--- src/rtl/mbox_pkg.sv ---
// What this block does
// - the processor reads and writes the host-to-cpu mailbox over its register port.
// - the local bus master only reads the mailbox, with a read at local bus address 8, and gets its contents.
// - a processor read of the mailbox changes no interrupt line, status bit or other state.
// - a processor mailbox write sets the pending mailbox interrupt on the host line only when misc config bit 2 is set.
// - a local bus master mailbox read clears a pending host interrupt left by a processor mailbox write.
// - host-to-cpu mailbox activity sets status bit 12.
// - the mailbox holds 16 bits in 15:0, reset to zero, with 31:16 reserved.
// - each direct access range access becomes one local bus read or write, with no DMA.
// - direct access local bus address 14:0 comes from processor address 16:2.
// - only the low 16 data bits of a direct access are carried; the upper bits are not valid.
// - the direct access range starts at 0x20000 in the internal map and has no other window.
// - cpu-to-host mailbox activity sets status bit 13.
// - the mask only selects which status bits reach the interrupt and never sets or clears status.
// - a global enable bit, reset to zero, gates the masked status interrupt.
package mbox_pkg;
    // ----------------------------------------
    // register map, byte addresses
    // ----------------------------------------
    localparam logic [17:0] IRQ_STATUS_OFS = 18'h00500;
    localparam logic [17:0] IRQ_MASK_OFS = 18'h00504;
    localparam logic [17:0] IRQ_GLOBAL_EN_OFS = 18'h00508;
    localparam logic [17:0] MISC_CONFIG_OFS = 18'h00510;
    localparam logic [17:0] CPU_TO_HOST_MBOX_OFS = 18'h00600;
    localparam logic [17:0] HOST_TO_CPU_MBOX_OFS = 18'h00604;
    localparam logic [17:0] DIRECT_RANGE_OFS = 18'h20000;
    // ----------------------------------------
    // fields and reset values
    // ----------------------------------------
    localparam int MBOX_W = 16;
    localparam int IRQ_W = 19;
    localparam int LB_ADDR_W = 15;
    localparam int CFG_MBOX_IRQ_BIT = 2;
    localparam int ST_H2C_BIT = 12;
    localparam int ST_C2H_BIT = 13;
    localparam int DIRECT_SEL_BIT = 17;
    localparam logic [LB_ADDR_W-1:0] LB_MBOX_ADDR = 15'h0008;
    localparam logic [MBOX_W-1:0] MBOX_RESET = 16'h0000;
    localparam logic [IRQ_W-1:0] IRQ_RESET = 19'h00000;
    localparam logic [31:0] MISC_CONFIG_RESET = 32'h00000000;
    // ----------------------------------------
    // processor port states
    // ----------------------------------------
    typedef enum logic [1:0] {ST_IDLE, ST_DIRECT, ST_REPLY} port_state_t;
endpackage

--- src/rtl/direct_access_if.sv ---
`timescale 1ns/1ps
`default_nettype none
// one direct access handed from the port logic to the local bus engine
interface direct_access_if;
    import mbox_pkg::*;
    logic start;
    logic write;
    logic [LB_ADDR_W-1:0] addr;
    logic [MBOX_W-1:0] wdata;
    logic done;
    logic [MBOX_W-1:0] rdata;
    modport port (output start, output write, output addr, output wdata, input done, input rdata);
    modport engine (input start, input write, input addr, input wdata, output done, output rdata);
endinterface
`default_nettype wire

--- src/rtl/direct_access_engine.sv ---
`timescale 1ns/1ps
`default_nettype none
module direct_access_engine
    import mbox_pkg::*;
(
    // clock and reset
    input wire logic core_clk,
    input wire logic rst_n,
    // from the port logic
    direct_access_if.engine acc,
    // local bus master cycle
    output logic direct_access_range_req,
    output logic direct_access_range_write,
    output logic [LB_ADDR_W-1:0] direct_access_range_addr,
    output logic [MBOX_W-1:0] direct_access_range_wdata,
    input wire logic direct_access_range_ack,
    input wire logic [MBOX_W-1:0] direct_access_range_rdata
);
    // ----------------------------------------
    // single local bus cycle per start
    // ----------------------------------------
    // request stays up until the slave acks; no DMA queue behind it
    always_ff @(posedge core_clk or negedge rst_n) begin
        if (!rst_n) begin
            direct_access_range_req <= 1'b0;
        end else if (acc.start) begin
            direct_access_range_req <= 1'b1;
        end else if (direct_access_range_ack) begin
            direct_access_range_req <= 1'b0;
        end
    end

    // cycle attributes latched at start, held through the cycle
    always_ff @(posedge core_clk or negedge rst_n) begin
        if (!rst_n) begin
            direct_access_range_write <= 1'b0;
            direct_access_range_addr <= '0;
            direct_access_range_wdata <= '0;
        end else if (acc.start) begin
            direct_access_range_write <= acc.write;
            direct_access_range_addr <= acc.addr;
            direct_access_range_wdata <= acc.wdata;
        end
    end

    // completion pulse and captured read data
    always_ff @(posedge core_clk or negedge rst_n) begin
        if (!rst_n) begin
            acc.done <= 1'b0;
            acc.rdata <= '0;
        end else begin
            acc.done <= direct_access_range_req && direct_access_range_ack;
            if (direct_access_range_req && direct_access_range_ack && !direct_access_range_write) begin
                acc.rdata <= direct_access_range_rdata;
            end
        end
    end
endmodule
`default_nettype wire

--- src/rtl/local_bus_mailbox.sv ---
`timescale 1ns/1ps
`default_nettype none
module local_bus_mailbox
    import mbox_pkg::*;
(
    // clock and reset
    input wire logic core_clk,
    input wire logic rst_n,
    // processor register port
    input wire logic cpu_req,
    input wire logic cpu_write,
    input wire logic [17:0] cpu_addr,
    input wire logic [31:0] cpu_wdata,
    output logic cpu_ready,
    output logic [31:0] cpu_rdata,
    // local bus slave read of the mailbox
    input wire logic lb_rd,
    input wire logic [LB_ADDR_W-1:0] lb_addr,
    output logic [MBOX_W-1:0] lb_rd_data,
    // local bus master cycle for the direct access range
    output logic direct_access_range_req,
    output logic direct_access_range_write,
    output logic [LB_ADDR_W-1:0] direct_access_range_addr,
    output logic [MBOX_W-1:0] direct_access_range_wdata,
    input wire logic direct_access_range_ack,
    input wire logic [MBOX_W-1:0] direct_access_range_rdata,
    // interrupt toward the local bus master
    output logic host_interrupt_line
);
    // ----------------------------------------
    // state
    // ----------------------------------------
    port_state_t state_reg;
    logic [MBOX_W-1:0] host_to_cpu_mailbox_reg;
    logic [MBOX_W-1:0] cpu_to_host_mailbox_reg;
    logic [IRQ_W-1:0] local_bus_irq_status_reg;
    logic [IRQ_W-1:0] local_bus_irq_mask_reg;
    logic local_bus_irq_global_enable_reg;
    logic [31:0] local_bus_misc_config_reg;
    logic mbox_irq_pending_reg;
    logic [IRQ_W-1:0] status_next;
    logic take;
    logic take_wr;
    logic take_rd;
    logic host_mbox_rd;
    logic h2c_wr;
    logic c2h_wr;
    logic [31:0] reg_rdata;

    direct_access_if acc ();

    // register address match, used for both reads and writes
    function automatic logic hit(input logic [17:0] a, input logic [17:0] ofs);
        hit = (a[17:2] == ofs[17:2]);
    endfunction

    // ----------------------------------------
    // request decode
    // ----------------------------------------
    // a request is taken only while idle; the master holds it until ready
    assign take = cpu_req && (state_reg == ST_IDLE) && !cpu_addr[DIRECT_SEL_BIT];
    assign take_wr = take && cpu_write;
    assign take_rd = take && !cpu_write;
    assign h2c_wr = take_wr && hit(cpu_addr, HOST_TO_CPU_MBOX_OFS);
    assign c2h_wr = take_wr && hit(cpu_addr, CPU_TO_HOST_MBOX_OFS);
    assign host_mbox_rd = lb_rd && (lb_addr == LB_MBOX_ADDR);
    assign cpu_ready = (state_reg == ST_REPLY);

    // read mux; unmapped addresses read as zero
    always_comb begin
        reg_rdata = 32'h00000000;
        if (hit(cpu_addr, HOST_TO_CPU_MBOX_OFS)) begin
            reg_rdata = {16'h0000, host_to_cpu_mailbox_reg};
        end else if (hit(cpu_addr, CPU_TO_HOST_MBOX_OFS)) begin
            reg_rdata = {16'h0000, cpu_to_host_mailbox_reg};
        end else if (hit(cpu_addr, IRQ_STATUS_OFS)) begin
            reg_rdata = {13'h0000, local_bus_irq_status_reg};
        end else if (hit(cpu_addr, IRQ_MASK_OFS)) begin
            reg_rdata = {13'h0000, local_bus_irq_mask_reg};
        end else if (hit(cpu_addr, IRQ_GLOBAL_EN_OFS)) begin
            reg_rdata = {31'h00000000, local_bus_irq_global_enable_reg};
        end else if (hit(cpu_addr, MISC_CONFIG_OFS)) begin
            reg_rdata = local_bus_misc_config_reg;
        end
    end

    // ----------------------------------------
    // processor port sequencing
    // ----------------------------------------
    // direct accesses wait for the local bus; register accesses answer next cycle
    always_ff @(posedge core_clk or negedge rst_n) begin
        if (!rst_n) begin
            state_reg <= ST_IDLE;
        end else begin
            unique case (state_reg)
                ST_IDLE: begin
                    if (cpu_req && cpu_addr[DIRECT_SEL_BIT]) begin
                        state_reg <= ST_DIRECT;
                    end else if (cpu_req) begin
                        state_reg <= ST_REPLY;
                    end
                end
                ST_DIRECT: begin
                    if (acc.done) begin
                        state_reg <= ST_REPLY;
                    end
                end
                ST_REPLY: begin
                    state_reg <= ST_IDLE;
                end
                default: begin
                    state_reg <= ST_IDLE; // unused code falls back to idle
                end
            endcase
        end
    end

    // start pulse and cycle attributes toward the engine
    assign acc.start = cpu_req && (state_reg == ST_IDLE) && cpu_addr[DIRECT_SEL_BIT];
    assign acc.write = cpu_write;
    assign acc.addr = cpu_addr[16:2];
    assign acc.wdata = cpu_wdata[MBOX_W-1:0];

    // answer data, from registers or from the local bus
    always_ff @(posedge core_clk or negedge rst_n) begin
        if (!rst_n) begin
            cpu_rdata <= 32'h00000000;
        end else if (take_rd) begin
            cpu_rdata <= reg_rdata;
        end else if (acc.done) begin
            cpu_rdata <= {16'h0000, acc.rdata};
        end
    end

    // ----------------------------------------
    // writable registers
    // ----------------------------------------
    // mailboxes hold 16 bits; writes to the reserved half are dropped
    always_ff @(posedge core_clk or negedge rst_n) begin
        if (!rst_n) begin
            host_to_cpu_mailbox_reg <= MBOX_RESET;
            cpu_to_host_mailbox_reg <= MBOX_RESET;
        end else begin
            if (h2c_wr) begin
                host_to_cpu_mailbox_reg <= cpu_wdata[MBOX_W-1:0];
            end
            if (c2h_wr) begin
                cpu_to_host_mailbox_reg <= cpu_wdata[MBOX_W-1:0];
            end
        end
    end

    // mask, global enable and misc config
    always_ff @(posedge core_clk or negedge rst_n) begin
        if (!rst_n) begin
            local_bus_irq_mask_reg <= IRQ_RESET;
            local_bus_irq_global_enable_reg <= 1'b0;
            local_bus_misc_config_reg <= MISC_CONFIG_RESET;
        end else if (take_wr) begin
            if (hit(cpu_addr, IRQ_MASK_OFS)) begin
                local_bus_irq_mask_reg <= cpu_wdata[IRQ_W-1:0];
            end
            if (hit(cpu_addr, IRQ_GLOBAL_EN_OFS)) begin
                local_bus_irq_global_enable_reg <= cpu_wdata[0];
            end
            if (hit(cpu_addr, MISC_CONFIG_OFS)) begin
                local_bus_misc_config_reg <= cpu_wdata;
            end
        end
    end

    // ----------------------------------------
    // interrupt status
    // ----------------------------------------
    // write one to clear; a same-cycle event wins so it is never lost
    always_comb begin
        status_next = local_bus_irq_status_reg;
        if (take_wr && hit(cpu_addr, IRQ_STATUS_OFS)) begin
            status_next = status_next & ~cpu_wdata[IRQ_W-1:0];
        end
        if (h2c_wr || host_mbox_rd) begin
            status_next[ST_H2C_BIT] = 1'b1;
        end
        if (c2h_wr) begin
            status_next[ST_C2H_BIT] = 1'b1;
        end
    end

    // the mask takes no part in status updates
    always_ff @(posedge core_clk or negedge rst_n) begin
        if (!rst_n) begin
            local_bus_irq_status_reg <= IRQ_RESET;
        end else begin
            local_bus_irq_status_reg <= status_next;
        end
    end

    // mailbox interrupt: set by a cpu write when enabled, cleared by a host read
    always_ff @(posedge core_clk or negedge rst_n) begin
        if (!rst_n) begin
            mbox_irq_pending_reg <= 1'b0;
        end else if ((h2c_wr || c2h_wr) && local_bus_misc_config_reg[CFG_MBOX_IRQ_BIT]) begin
            mbox_irq_pending_reg <= 1'b1;
        end else if (host_mbox_rd) begin
            mbox_irq_pending_reg <= 1'b0;
        end
    end

    // host line from the pending mailbox interrupt and gated status
    always_ff @(posedge core_clk or negedge rst_n) begin
        if (!rst_n) begin
            host_interrupt_line <= 1'b0;
        end else begin
            host_interrupt_line <= mbox_irq_pending_reg
                || (local_bus_irq_global_enable_reg
                && |(local_bus_irq_status_reg & local_bus_irq_mask_reg));
        end
    end

    // ----------------------------------------
    // local bus read of the mailbox
    // ----------------------------------------
    // other local bus addresses answer zero here
    always_ff @(posedge core_clk or negedge rst_n) begin
        if (!rst_n) begin
            lb_rd_data <= '0;
        end else if (lb_rd) begin
            lb_rd_data <= host_mbox_rd ? host_to_cpu_mailbox_reg : '0;
        end
    end

    direct_access_engine u_engine (
        .core_clk(core_clk),
        .rst_n(rst_n),
        .acc(acc),
        .direct_access_range_req(direct_access_range_req),
        .direct_access_range_write(direct_access_range_write),
        .direct_access_range_addr(direct_access_range_addr),
        .direct_access_range_wdata(direct_access_range_wdata),
        .direct_access_range_ack(direct_access_range_ack),
        .direct_access_range_rdata(direct_access_range_rdata)
    );
endmodule
`default_nettype wire

--- config.mk ---
export PLATFORM = sky130hd
export DESIGN_NAME = local_bus_mailbox
export DESIGN_NICKNAME = d
export VERILOG_FILES = /design/src/rtl/mbox_pkg.sv /design/src/rtl/direct_access_if.sv /design/src/rtl/direct_access_engine.sv /design/src/rtl/local_bus_mailbox.sv
export SDC_FILE = /design/constraint.sdc
export NUM_CORES = 1
export LEC_CHECK = 0
export ABC_CLOCK_PERIOD_IN_PS = 6500
export BUFFER_PORTS_ARGS = -buffer_cell sky130_fd_sc_hd__clkbuf_2
export CAP_MARGIN = 40
export CORE_MARGIN = 8
export CORE_UTILIZATION = 45
export DETAILED_ROUTE_END_ITERATION = 12
export GPL_TIMING_DRIVEN = 0
export PLACE_DENSITY = 0.67
export SYNTH_ARGS = -nofsm -noshare
export SYNTH_HDL_FRONTEND = slang
export SYNTH_SLANG_ARGS = --single-unit
--- constraint.sdc ---
create_clock -name core_clk -period 6.5 [get_ports core_clk]
set_clock_uncertainty 0.1 [all_clocks]
set_input_delay 0.325 -clock core_clk [delete_from_list [all_inputs] [get_ports core_clk]]
set_output_delay 0.325 -clock core_clk [all_outputs]
set_load 0.02 [all_outputs]
Word level (Yosys, flattened, before mapping)
Cells that the tools add are included.
Operators by class
  equality and inequality tests: 11
  muxes and demuxes: 20
  bitwise operators: 3
  reductions and logical operators: 31
Operators by type and width (count)
  two-way mux 32 bit: 8
  equality test 16 x 9 -> 1 bit, second input constant: 6
  bitwise AND 19 bit: 2
  NOT 19 bit: 1
  OR reduction 19 bit: 1
  two-way mux 16 bit: 1
  equality test 15 x 4 -> 1 bit, second input constant: 1
  logical AND 1 bit: 14
  two-way mux 14 bit: 1
  nonzero test 2 bit: 5
  AND reduction 2 bit: 4
  two-way mux 1 bit: 6
  two-way mux 2 bit: 3
  case mux 2 bit (2 select lines): 1
  zero test 1 bit: 3
  logical OR 1 bit: 3
  inequality test 3 x 2 -> 1 bit, second input constant: 1
  equality test 2 x 1 -> 1 bit, second input constant: 1
  equality test 2 bit, second input constant: 1
  zero test 2 bit: 1
  inequality test 2 x 1 -> 1 bit, second input constant: 1
Word-level totals
  register bits after elaboration: 205
  input port bits: 87
  output and inout port bits: 83
  word-level logic and storage cells: 84

Depth between registers and ports, before layout
Gate-level depths: netlist of the first run.
  word-level depth: 8
  mapped depth: 8

By module
A second synthesis of the first run with hierarchy kept.
Second synthesis, totals
  cell total of the unflattened synthesis: 704
  area total of the unflattened synthesis: 8843.5 um^2
Modules (own cells, without submodules)
  local_bus_mailbox: instances 1, cells an instance 597, area an instance 6945.4 um^2, seq. area each 3878.7 um^2
  direct_access_engine: instances 1, cells an instance 107, area an instance 1898.1 um^2, seq. area each 1251.2 um^2

Worst setup path before layout of the first run
Ideal clock, no wire load.
  path type: input -> register
  start point: in cpu_addr[12]
  end point: reg local_bus_irq_mask_reg[10]
  library setup time: 0.127 ns
  arrival: 2.227 ns
  setup slack: 4.046 ns
  cell stages on the path: 7
  path through: or4_1 buf_2 nor4_4 and2_1 buf_4 buf_6 mux2_1
On the way
  longest elaborated chain between the ends: 2
RTL lines
  from (decl): RTL line local_bus_mailbox.sv:12  | input wire logic [17:0] cpu_addr,
  equality test 16 x 9 -> 1 bit: RTL line local_bus_mailbox.sv:54  | hit = (a[17:2] == ofs[17:2]);
  AND reduction 2 bit (no source line)
  to (signal assigned): RTL line local_bus_mailbox.sv:161  | local_bus_irq_mask_reg <= cpu_wdata[IRQ_W-1:0];
  to (decl): RTL line local_bus_mailbox.sv:37  | logic [IRQ_W-1:0] local_bus_irq_mask_reg;
Every way passes these cells.
A chain may end at the register's enable or synchronous reset.

Worst setup path after layout of the first run
  start point: in cpu_addr[11]
  end point: reg cpu_to_host_mailbox_reg[13]
On the way
  longest elaborated chain between the ends: 2
RTL lines
  equality test 16 x 9 -> 1 bit: RTL line local_bus_mailbox.sv:54
  logical AND 1 bit: RTL line local_bus_mailbox.sv:65  | assign c2h_wr = take_wr && hit(cpu_addr, CPU_TO_HOST_MBOX_OFS);
  to (signal assigned): RTL line local_bus_mailbox.sv:148  | cpu_to_host_mailbox_reg <= cpu_wdata[MBOX_W-1:0];
  to (decl): RTL line local_bus_mailbox.sv:35  | logic [MBOX_W-1:0] cpu_to_host_mailbox_reg;
Every way passes these cells.

==> results.json, run 1 <==
{
  "synth_xor_area_frac": 0,
  "cts_tree": "built",
  "fin_setup_tns_ps": 0,
  "synthMuxAreaShare": 0.1692,
  "synth_common_cells": "205 x dfrtp_1, 92 x mux2_2, 57 x nand2_1",
  "period_minus_slack_ps": 3241,
  "synth_area_leaders": "dfrtp_1 58%, mux2_2 12%, mux2_1 4.9%",
  "synth_nets": 793,
  "fmax_mhz": 308.6,
  "rows": 51,
  "die_y_microns": 155.6,
  "fin_cells": 1223,
  "coreArea_sq_mm": 0.01927,
  "crit_path_cell_trace": "dlygate4sd3_1, clkbuf_2, nor4b_1, nand4_1, nor3_2, buf_4, mux2_2",
  "arrival_ps": 3520,
  "path_clk_slew_ps": 60,
  "startpoint_type": "input pin",
  "drv_cap": 0,
  "synth_seq_area_share": 0.5848,
  "synth_warnings": 0,
  "drive_gt1_frac": 0.3372,
  "cellPowerDensity_mw_per_mm2": 333.3,
  "end_kind": "flip-flop",
  "timing.hold.ws_ps": 13.16,
  "endpoint": "cpu_to_host_mailbox_reg[13]$_DFFE_PN0P_",
  "relSlewSlack": 0.4331,
  "post_cts.repair.setup_buffers": 0,
  "worst_pin_slew_ps": 845.7,
  "criticalPathCategory": "in2reg",
  "cts_max_level": 1,
  "start_util": 0.4552,
  "clk_latency_ps": 500,
  "worstPathMaxFanout": 10,
  "power_leakage_nw": 5.385,
  "vias": 6594,
  "synth_top_area_share": 0.5848,
  "nets": 1029,
  "rsz0062_at_grt": "false",
  "post_synth_inst_count": 706,
  "cts_inserted_buffers": 22,
  "hold_viol_final": 0,
  "r2r-end": "host_to_cpu_mailbox_reg[11]$_DFFE_PN0P_",
  "rr_worst_depth": 6,
  "irDropWorstVdd_v": 0.0002890,
  "critPathSlowestCell": "nor3_2",
  "synthAdderAreaFrac": 0,
  "dp.cells": 1139,
  "yosysTopAreaCell": "dfrtp_1",
  "grt-ovfl-total": 0,
  "yosysMostFrequentCell": "dfrtp_1",
  "die-area_sq_mm": 0.02422,
  "wire_per_inst_microns": 19.78,
  "cts_sinks": 205,
  "critPathMaxStageDelay_ps": 780,
  "mappedNetlistArea_sq_mm": 0.008772,
  "hold_path.class": "in2reg",
  "syn_to_final_growth_pct": 27.57,
  "worstPathRequired_ps": 6780,
  "post-place-ws_ps": 3256,
  "synth-compound-area-share": 0.1185,
  "synth_seq_cells": 205,
  "io_buffers": 166,
  "remaining_drc_errors": 0,
  "grt_pass1_wl_microns": 38540,
  "drtPass1Iterations": 7,
  "drt_iter0_drc": 386,
  "gp_congestion": 0.8229,
  "setup_viol": 0,
  "cts.path.max_buffers": 3,
  "finalCritPeriodShare": 0.4986,
  "first_global_vias": 6874,
  "synth_edf_count": 0,
  "ys_types": 44,
  "fin_ws_ps": 3259,
  "ys_async_sr_fraction": 1.000,
  "synth_top_family_by_area": "multiplexers",
  "avgSynthCellArea_sq_um": 12.43,
  "rr_startpoint": "state_reg[1]$_DFFE_PN0P_",
  "slew_violations": 0,
  "die-width_microns": 155.6,
  "reg2reg_slack_ps": 3620,
  "placed_area_sq_mm": 0.009998,
  "crit_start": "cpu_addr[11]",
  "via_per_inst": 5.392,
  "place_hpwl_microns": 17290,
  "antenna_cells": 0,
  "synth-main-ff-cell": "dfrtp_1",
  "grt_max_degree": 101,
  "grt_antenna_before_repair": 0,
  "track_usage": 0.2012,
  "synth-simple-area-share": 0.09385,
  "stdcell_area_sq_mm": 0.01119,
  "status": "complete, no violations",
  "ios": 170,
  "drt-total-wl_microns": 24190,
  "ant_nets": 0,
  "root_buffer": "clkbuf_16"
}
==> critical path, delay by kind of cell <==
| kind | cells | cell delay [ps] |
|---|---|---|
| mux | 1 | 350 |
| buf+inv | 3 | 1000 |
| simple gates | 3 | 1840 |
==> cell usage in the layout, fill, tap and decap left out, types with 5 or more instances in the layout <==
cell and n:
clkbuf_1 27, clkbuf_2 165, a31oi_1 15, nor2_1 8
nand2_1 57, mux2_2 92, nand2b_1 17, mux2_1 38
nor4_1 5, buf_2 11, a21oi_1 32, o21ai_0 47
inv_1 21, dfrtp_1 205, dlygate4sd3_1 44, a22oi_1 18
clkbuf_8 6, and3_1 14, clkinv_2 5, clkbuf_16 23
o21ai_1 7, a21boi_0 17, a22o_1 15
==> per-stage QoR <==
stage | utilization | total power [mW]
4_1_cts | 0.5807 | 3.763
2_1_floorplan | - | 2.117
3_3_place_gp | 0.5155 | 2.433
6_report | 0.5807 | 3.730
5_1_grt | 0.5807 | 3.907
3_5_place_dp | 0.5188 | 2.456
==> final cells by class <==
| type | instances | area, sq um |
|---|---|---|
| clock buffers | 32 | 659.4 |
| plain buffers | 42 | 216.5 |
| flip-flops and latches | 205 | 5130 |
| well taps | 265 | 331.6 |
| clock inverters | 8 | 92.59 |
| fillers | 1687 | 8080 |
| inverters | 21 | 78.83 |
| multi-input cells | 438 | 3347 |
| repair buffers | 212 | 1335 |
==> routing by layer <==
metal,part of all wire,vias to the layer above,track usage
li1,-,3038,-
met1,0.44,3337,0.2724
met2,0.47,189,0.3244
met3,0.069,30,0.04737
met4,0.019,0,0.04159
met5,0,-,0
==> cell families (layout without fill, tap and decap cells) <==
kind of cell / after synthesis / count (layout)
mux: 132 / 132
flops: 205 / 205
buf+inv: 63 / 315
simple gates: 141 / 141
compound gates: 165 / 165
==> how the worst min path moves through the flow <==
stage	startpoint	endpoint	slack [ps]	cells past startpoint
after global placement	local_bus_misc_config_reg[21]$_DFFE_PN0P_	cpu_rdata[21]$_DFFE_PN0P_	360	1
after global routing	cpu_write	u_engine.direct_access_range_write$_DFFE_PN0P_	10	2
final	cpu_wdata[11]	local_bus_irq_status_reg[11]$_DFFE_PN0P_	10	2
after floorplan	rst_n	cpu_rdata[0]$_DFFE_PN0P_	-70	0
after detailed placement	rst_n	u_engine.direct_access_range_wdata[11]$_DFFE_PN0P_	130	1
after CTS	cpu_addr[8]	u_engine.direct_access_range_addr[6]$_DFFE_PN0P_	3	2
==> what timing repair did <==
| action | in CTS | in global routing |
|---|---|---|
| endpoints found under the hold margin | 79 | 0 |
| gates resized for setup | 0 | 0 |
| hold buffers | 44 | 0 |
==> report_power, final <==
part           internal [mW]  total, mW  switching [mW]
Combinational          0.354      0.838           0.483
Clock                  0.783       1.29           0.503
Sequential              1.49       1.61           0.121
No activity file was read; power rests on OpenSTA's default activity.
==> run 2: changes to the inputs <==
Settings changed: ABC_CLOCK_PERIOD_IN_PS 6500 to 3200.
Clock period 6.5 ns to 3.2 ns, I/O delays scaled along.
==> results.json, run 2 (same netlist as run 1, synthesis figures left out) <==
{
  "status": "complete, no violations",
  "hold_path.class": "in2async",
  "relSlewSlack": 0.4467,
  "place_hpwl_microns": 17290,
  "seq_power_share": 0.429,
  "first_global_vias": 6998,
  "startpoint_type": "input pin",
  "ant_nets": 0,
  "drv_cap": 0,
  "reg2reg_slack_ps": 300,
  "final_cell_mix": "205 x dfrtp_1, 165 x clkbuf_2, 92 x mux2_2, 69 x dlygate4sd3_1, 57 x nand2_1",
  "clk_latency_ps": 500,
  "use_met3": 0.04654,
  "cts_tree": "built",
  "layout_commonest_cell": "dfrtp_1",
  "cp.depth": 9,
  "die-width_microns": 155.6,
  "timing.hold.ws_ps": 25.99,
  "drtPass1Iterations": 5,
  "drt-total-wl_microns": 24600,
  "path_clk_slew_ps": 60,
  "grt_pass1_wl_microns": 39270,
  "grt_antenna_before_repair": 0,
  "cts.path.max_buffers": 3,
  "wire_per_inst_microns": 19.71,
  "vias": 6687,
  "seq_area_sq_mm": 0.005130,
  "period_minus_slack_ps": 2956,
  "rsz0062_at_grt": "false",
  "r2r-end": "host_to_cpu_mailbox_reg[11]$_DFFE_PN0P_",
  "drive_gt1_frac": 0.3286,
  "remaining_drc_errors": 0,
  "rr_worst_depth": 6,
  "io_buffers": 166,
  "switching_share": 0.2987,
  "multiInputGateArea_sq_mm": 0.003353,
  "grt.busiest_layer": "met2",
  "die-area_sq_mm": 0.02422,
  "cts_max_level": 1,
  "root_buffer": "clkbuf_16",
  "coreArea_sq_mm": 0.01927,
  "fill_cells": 1639,
  "path_buf_inv": 5,
  "fin_setup_tns_ps": 0,
  "via_per_inst": 5.358,
  "intPower_mw": 5.347,
  "grtUsageMet1": 0.2733,
  "switchingPower_mw": 2.277,
  "post_cts.repair.setup_buffers": 0,
  "rr_startpoint": "state_reg[1]$_DFFE_PN0P_",
  "die_y_microns": 155.6,
  "nets": 1054,
  "pwr-share-comb": 0.228,
  "ios": 170,
  "grt_use_met2": 0.3349,
  "cts_inserted_buffers": 22,
  "end_kind": "flip-flop",
  "critPathMaxStageDelay_ps": 660,
  "dp.cells": 1139,
  "syn_to_final_growth_pct": 30.49,
  "setup_viol": 0,
  "fmax_mhz": 338.3,
  "grt-ovfl-total": 0,
  "gp_congestion": 0.8229,
  "critPathSlowestCell": "nor4_4",
  "criticalPathCategory": "in2reg",
  "hold_viol_final": 0,
  "rows": 51,
  "crit_path_cell_trace": "dlygate4sd3_1, clkbuf_2, or4b_1, buf_2, nor4_4, and2_1, buf_4, buf_6, mux2_1",
  "start_util": 0.4552,
  "slew_violations": 0,
  "antenna_cells": 0,
  "worstPathMaxFanout": 10,
  "p_clk_frac": 0.343,
  "track_usage": 0.2044,
  "worstPathRequired_ps": 3480,
  "grt_max_degree": 101,
  "cts_sinks": 205,
  "finalCritPeriodShare": 0.9237,
  "power_mw": 7.624,
  "cellPowerDensity_mw_per_mm2": 666.0,
  "fin_cells": 1248,
  "arrival_ps": 3230,
  "drt_iter0_drc": 367,
  "worst_pin_slew_ps": 830.0,
  "power_leakage_nw": 5.496,
  "path_delay_family": "simple AND/OR/NAND/NOR gates",
  "irDropWorstVdd_v": 0.0005471
}
[run 2: cell type report]
cell class,count,share of cell area
plain buffers,42,0.01891
multi-input cells,438,0.2929
flip-flops and latches,205,0.4481
repair buffers,237,0.1385
inverters,21,0.006886
clock buffers,32,0.05760
clock inverters,8,0.008088
well taps,265,0.02896
[run 2: how the worst max path moves through the flow]
stage	from	end	slack [ps]
finish	cpu_addr[17]	local_bus_irq_mask_reg[15]$_DFFE_PN0P_	240
detailed placement	cpu_addr[17]	cpu_to_host_mailbox_reg[9]$_DFFE_PN0P_	120
global placement	rst_n	u_engine.direct_access_range_addr[0]$_DFFE_PN0P_	-2250
CTS	cpu_addr[17]	cpu_to_host_mailbox_reg[13]$_DFFE_PN0P_	80
global route	cpu_addr[17]	cpu_to_host_mailbox_reg[11]$_DFFE_PN0P_	130
floorplan	state_reg[1]$_DFFE_PN0P_	host_to_cpu_mailbox_reg[10]$_DFFE_PN0P_	780
[run 2: worst reg2reg max path, cell delays in order, from the launching register on]
cell,delay (ps)
dfrtp_1,410
or4b_2,760
nor2_1,320
and3b_1,200
buf_2,290
buf_2,340
mux2_2,370
[run 2: what timing repair did]
item | 4_1_cts | 5_1_grt
hold buffers | 69 | 0
gates resized for setup | 0 | 1
hold endpoints to repair | 288 | 0
setup endpoints to repair | 0 | 6
[run 2: power by group through the flow]
| stage | logic (mW) | registers (mW) | clock network (mW) |
|---|---|---|---|
| 3_3_place_gp | 1.65 | 3.29 | 0 |
| 6_report | 1.74 | 3.27 | 2.62 |
| 4_1_cts | 1.75 | 3.26 | 2.65 |
| 5_1_grt | 1.90 | 3.32 | 2.75 |
| 3_5_place_dp | 1.68 | 3.31 | 0 |
| 2_1_floorplan | 0.655 | 3.65 | 0 |
[run 2: metal layers]
metal	part of all wire	wire length (microns)
met3	0.065	1600
met5	0	0
met1	0.44	10760
met2	0.48	11790
met4	0.018	451
[run 2: per-stage QoR]
stage          worst slack, ps    util  instance area [sq um]
2_1_floorplan            783.4       -                   8772
3_3_place_gp             -2251  0.5155                   9935
3_5_place_dp             120.6  0.5188                   9998
4_1_cts                  77.79  0.5937                  11440
5_1_grt                  134.2  0.5940                  11450
6_report                 244.2  0.5940                  11450
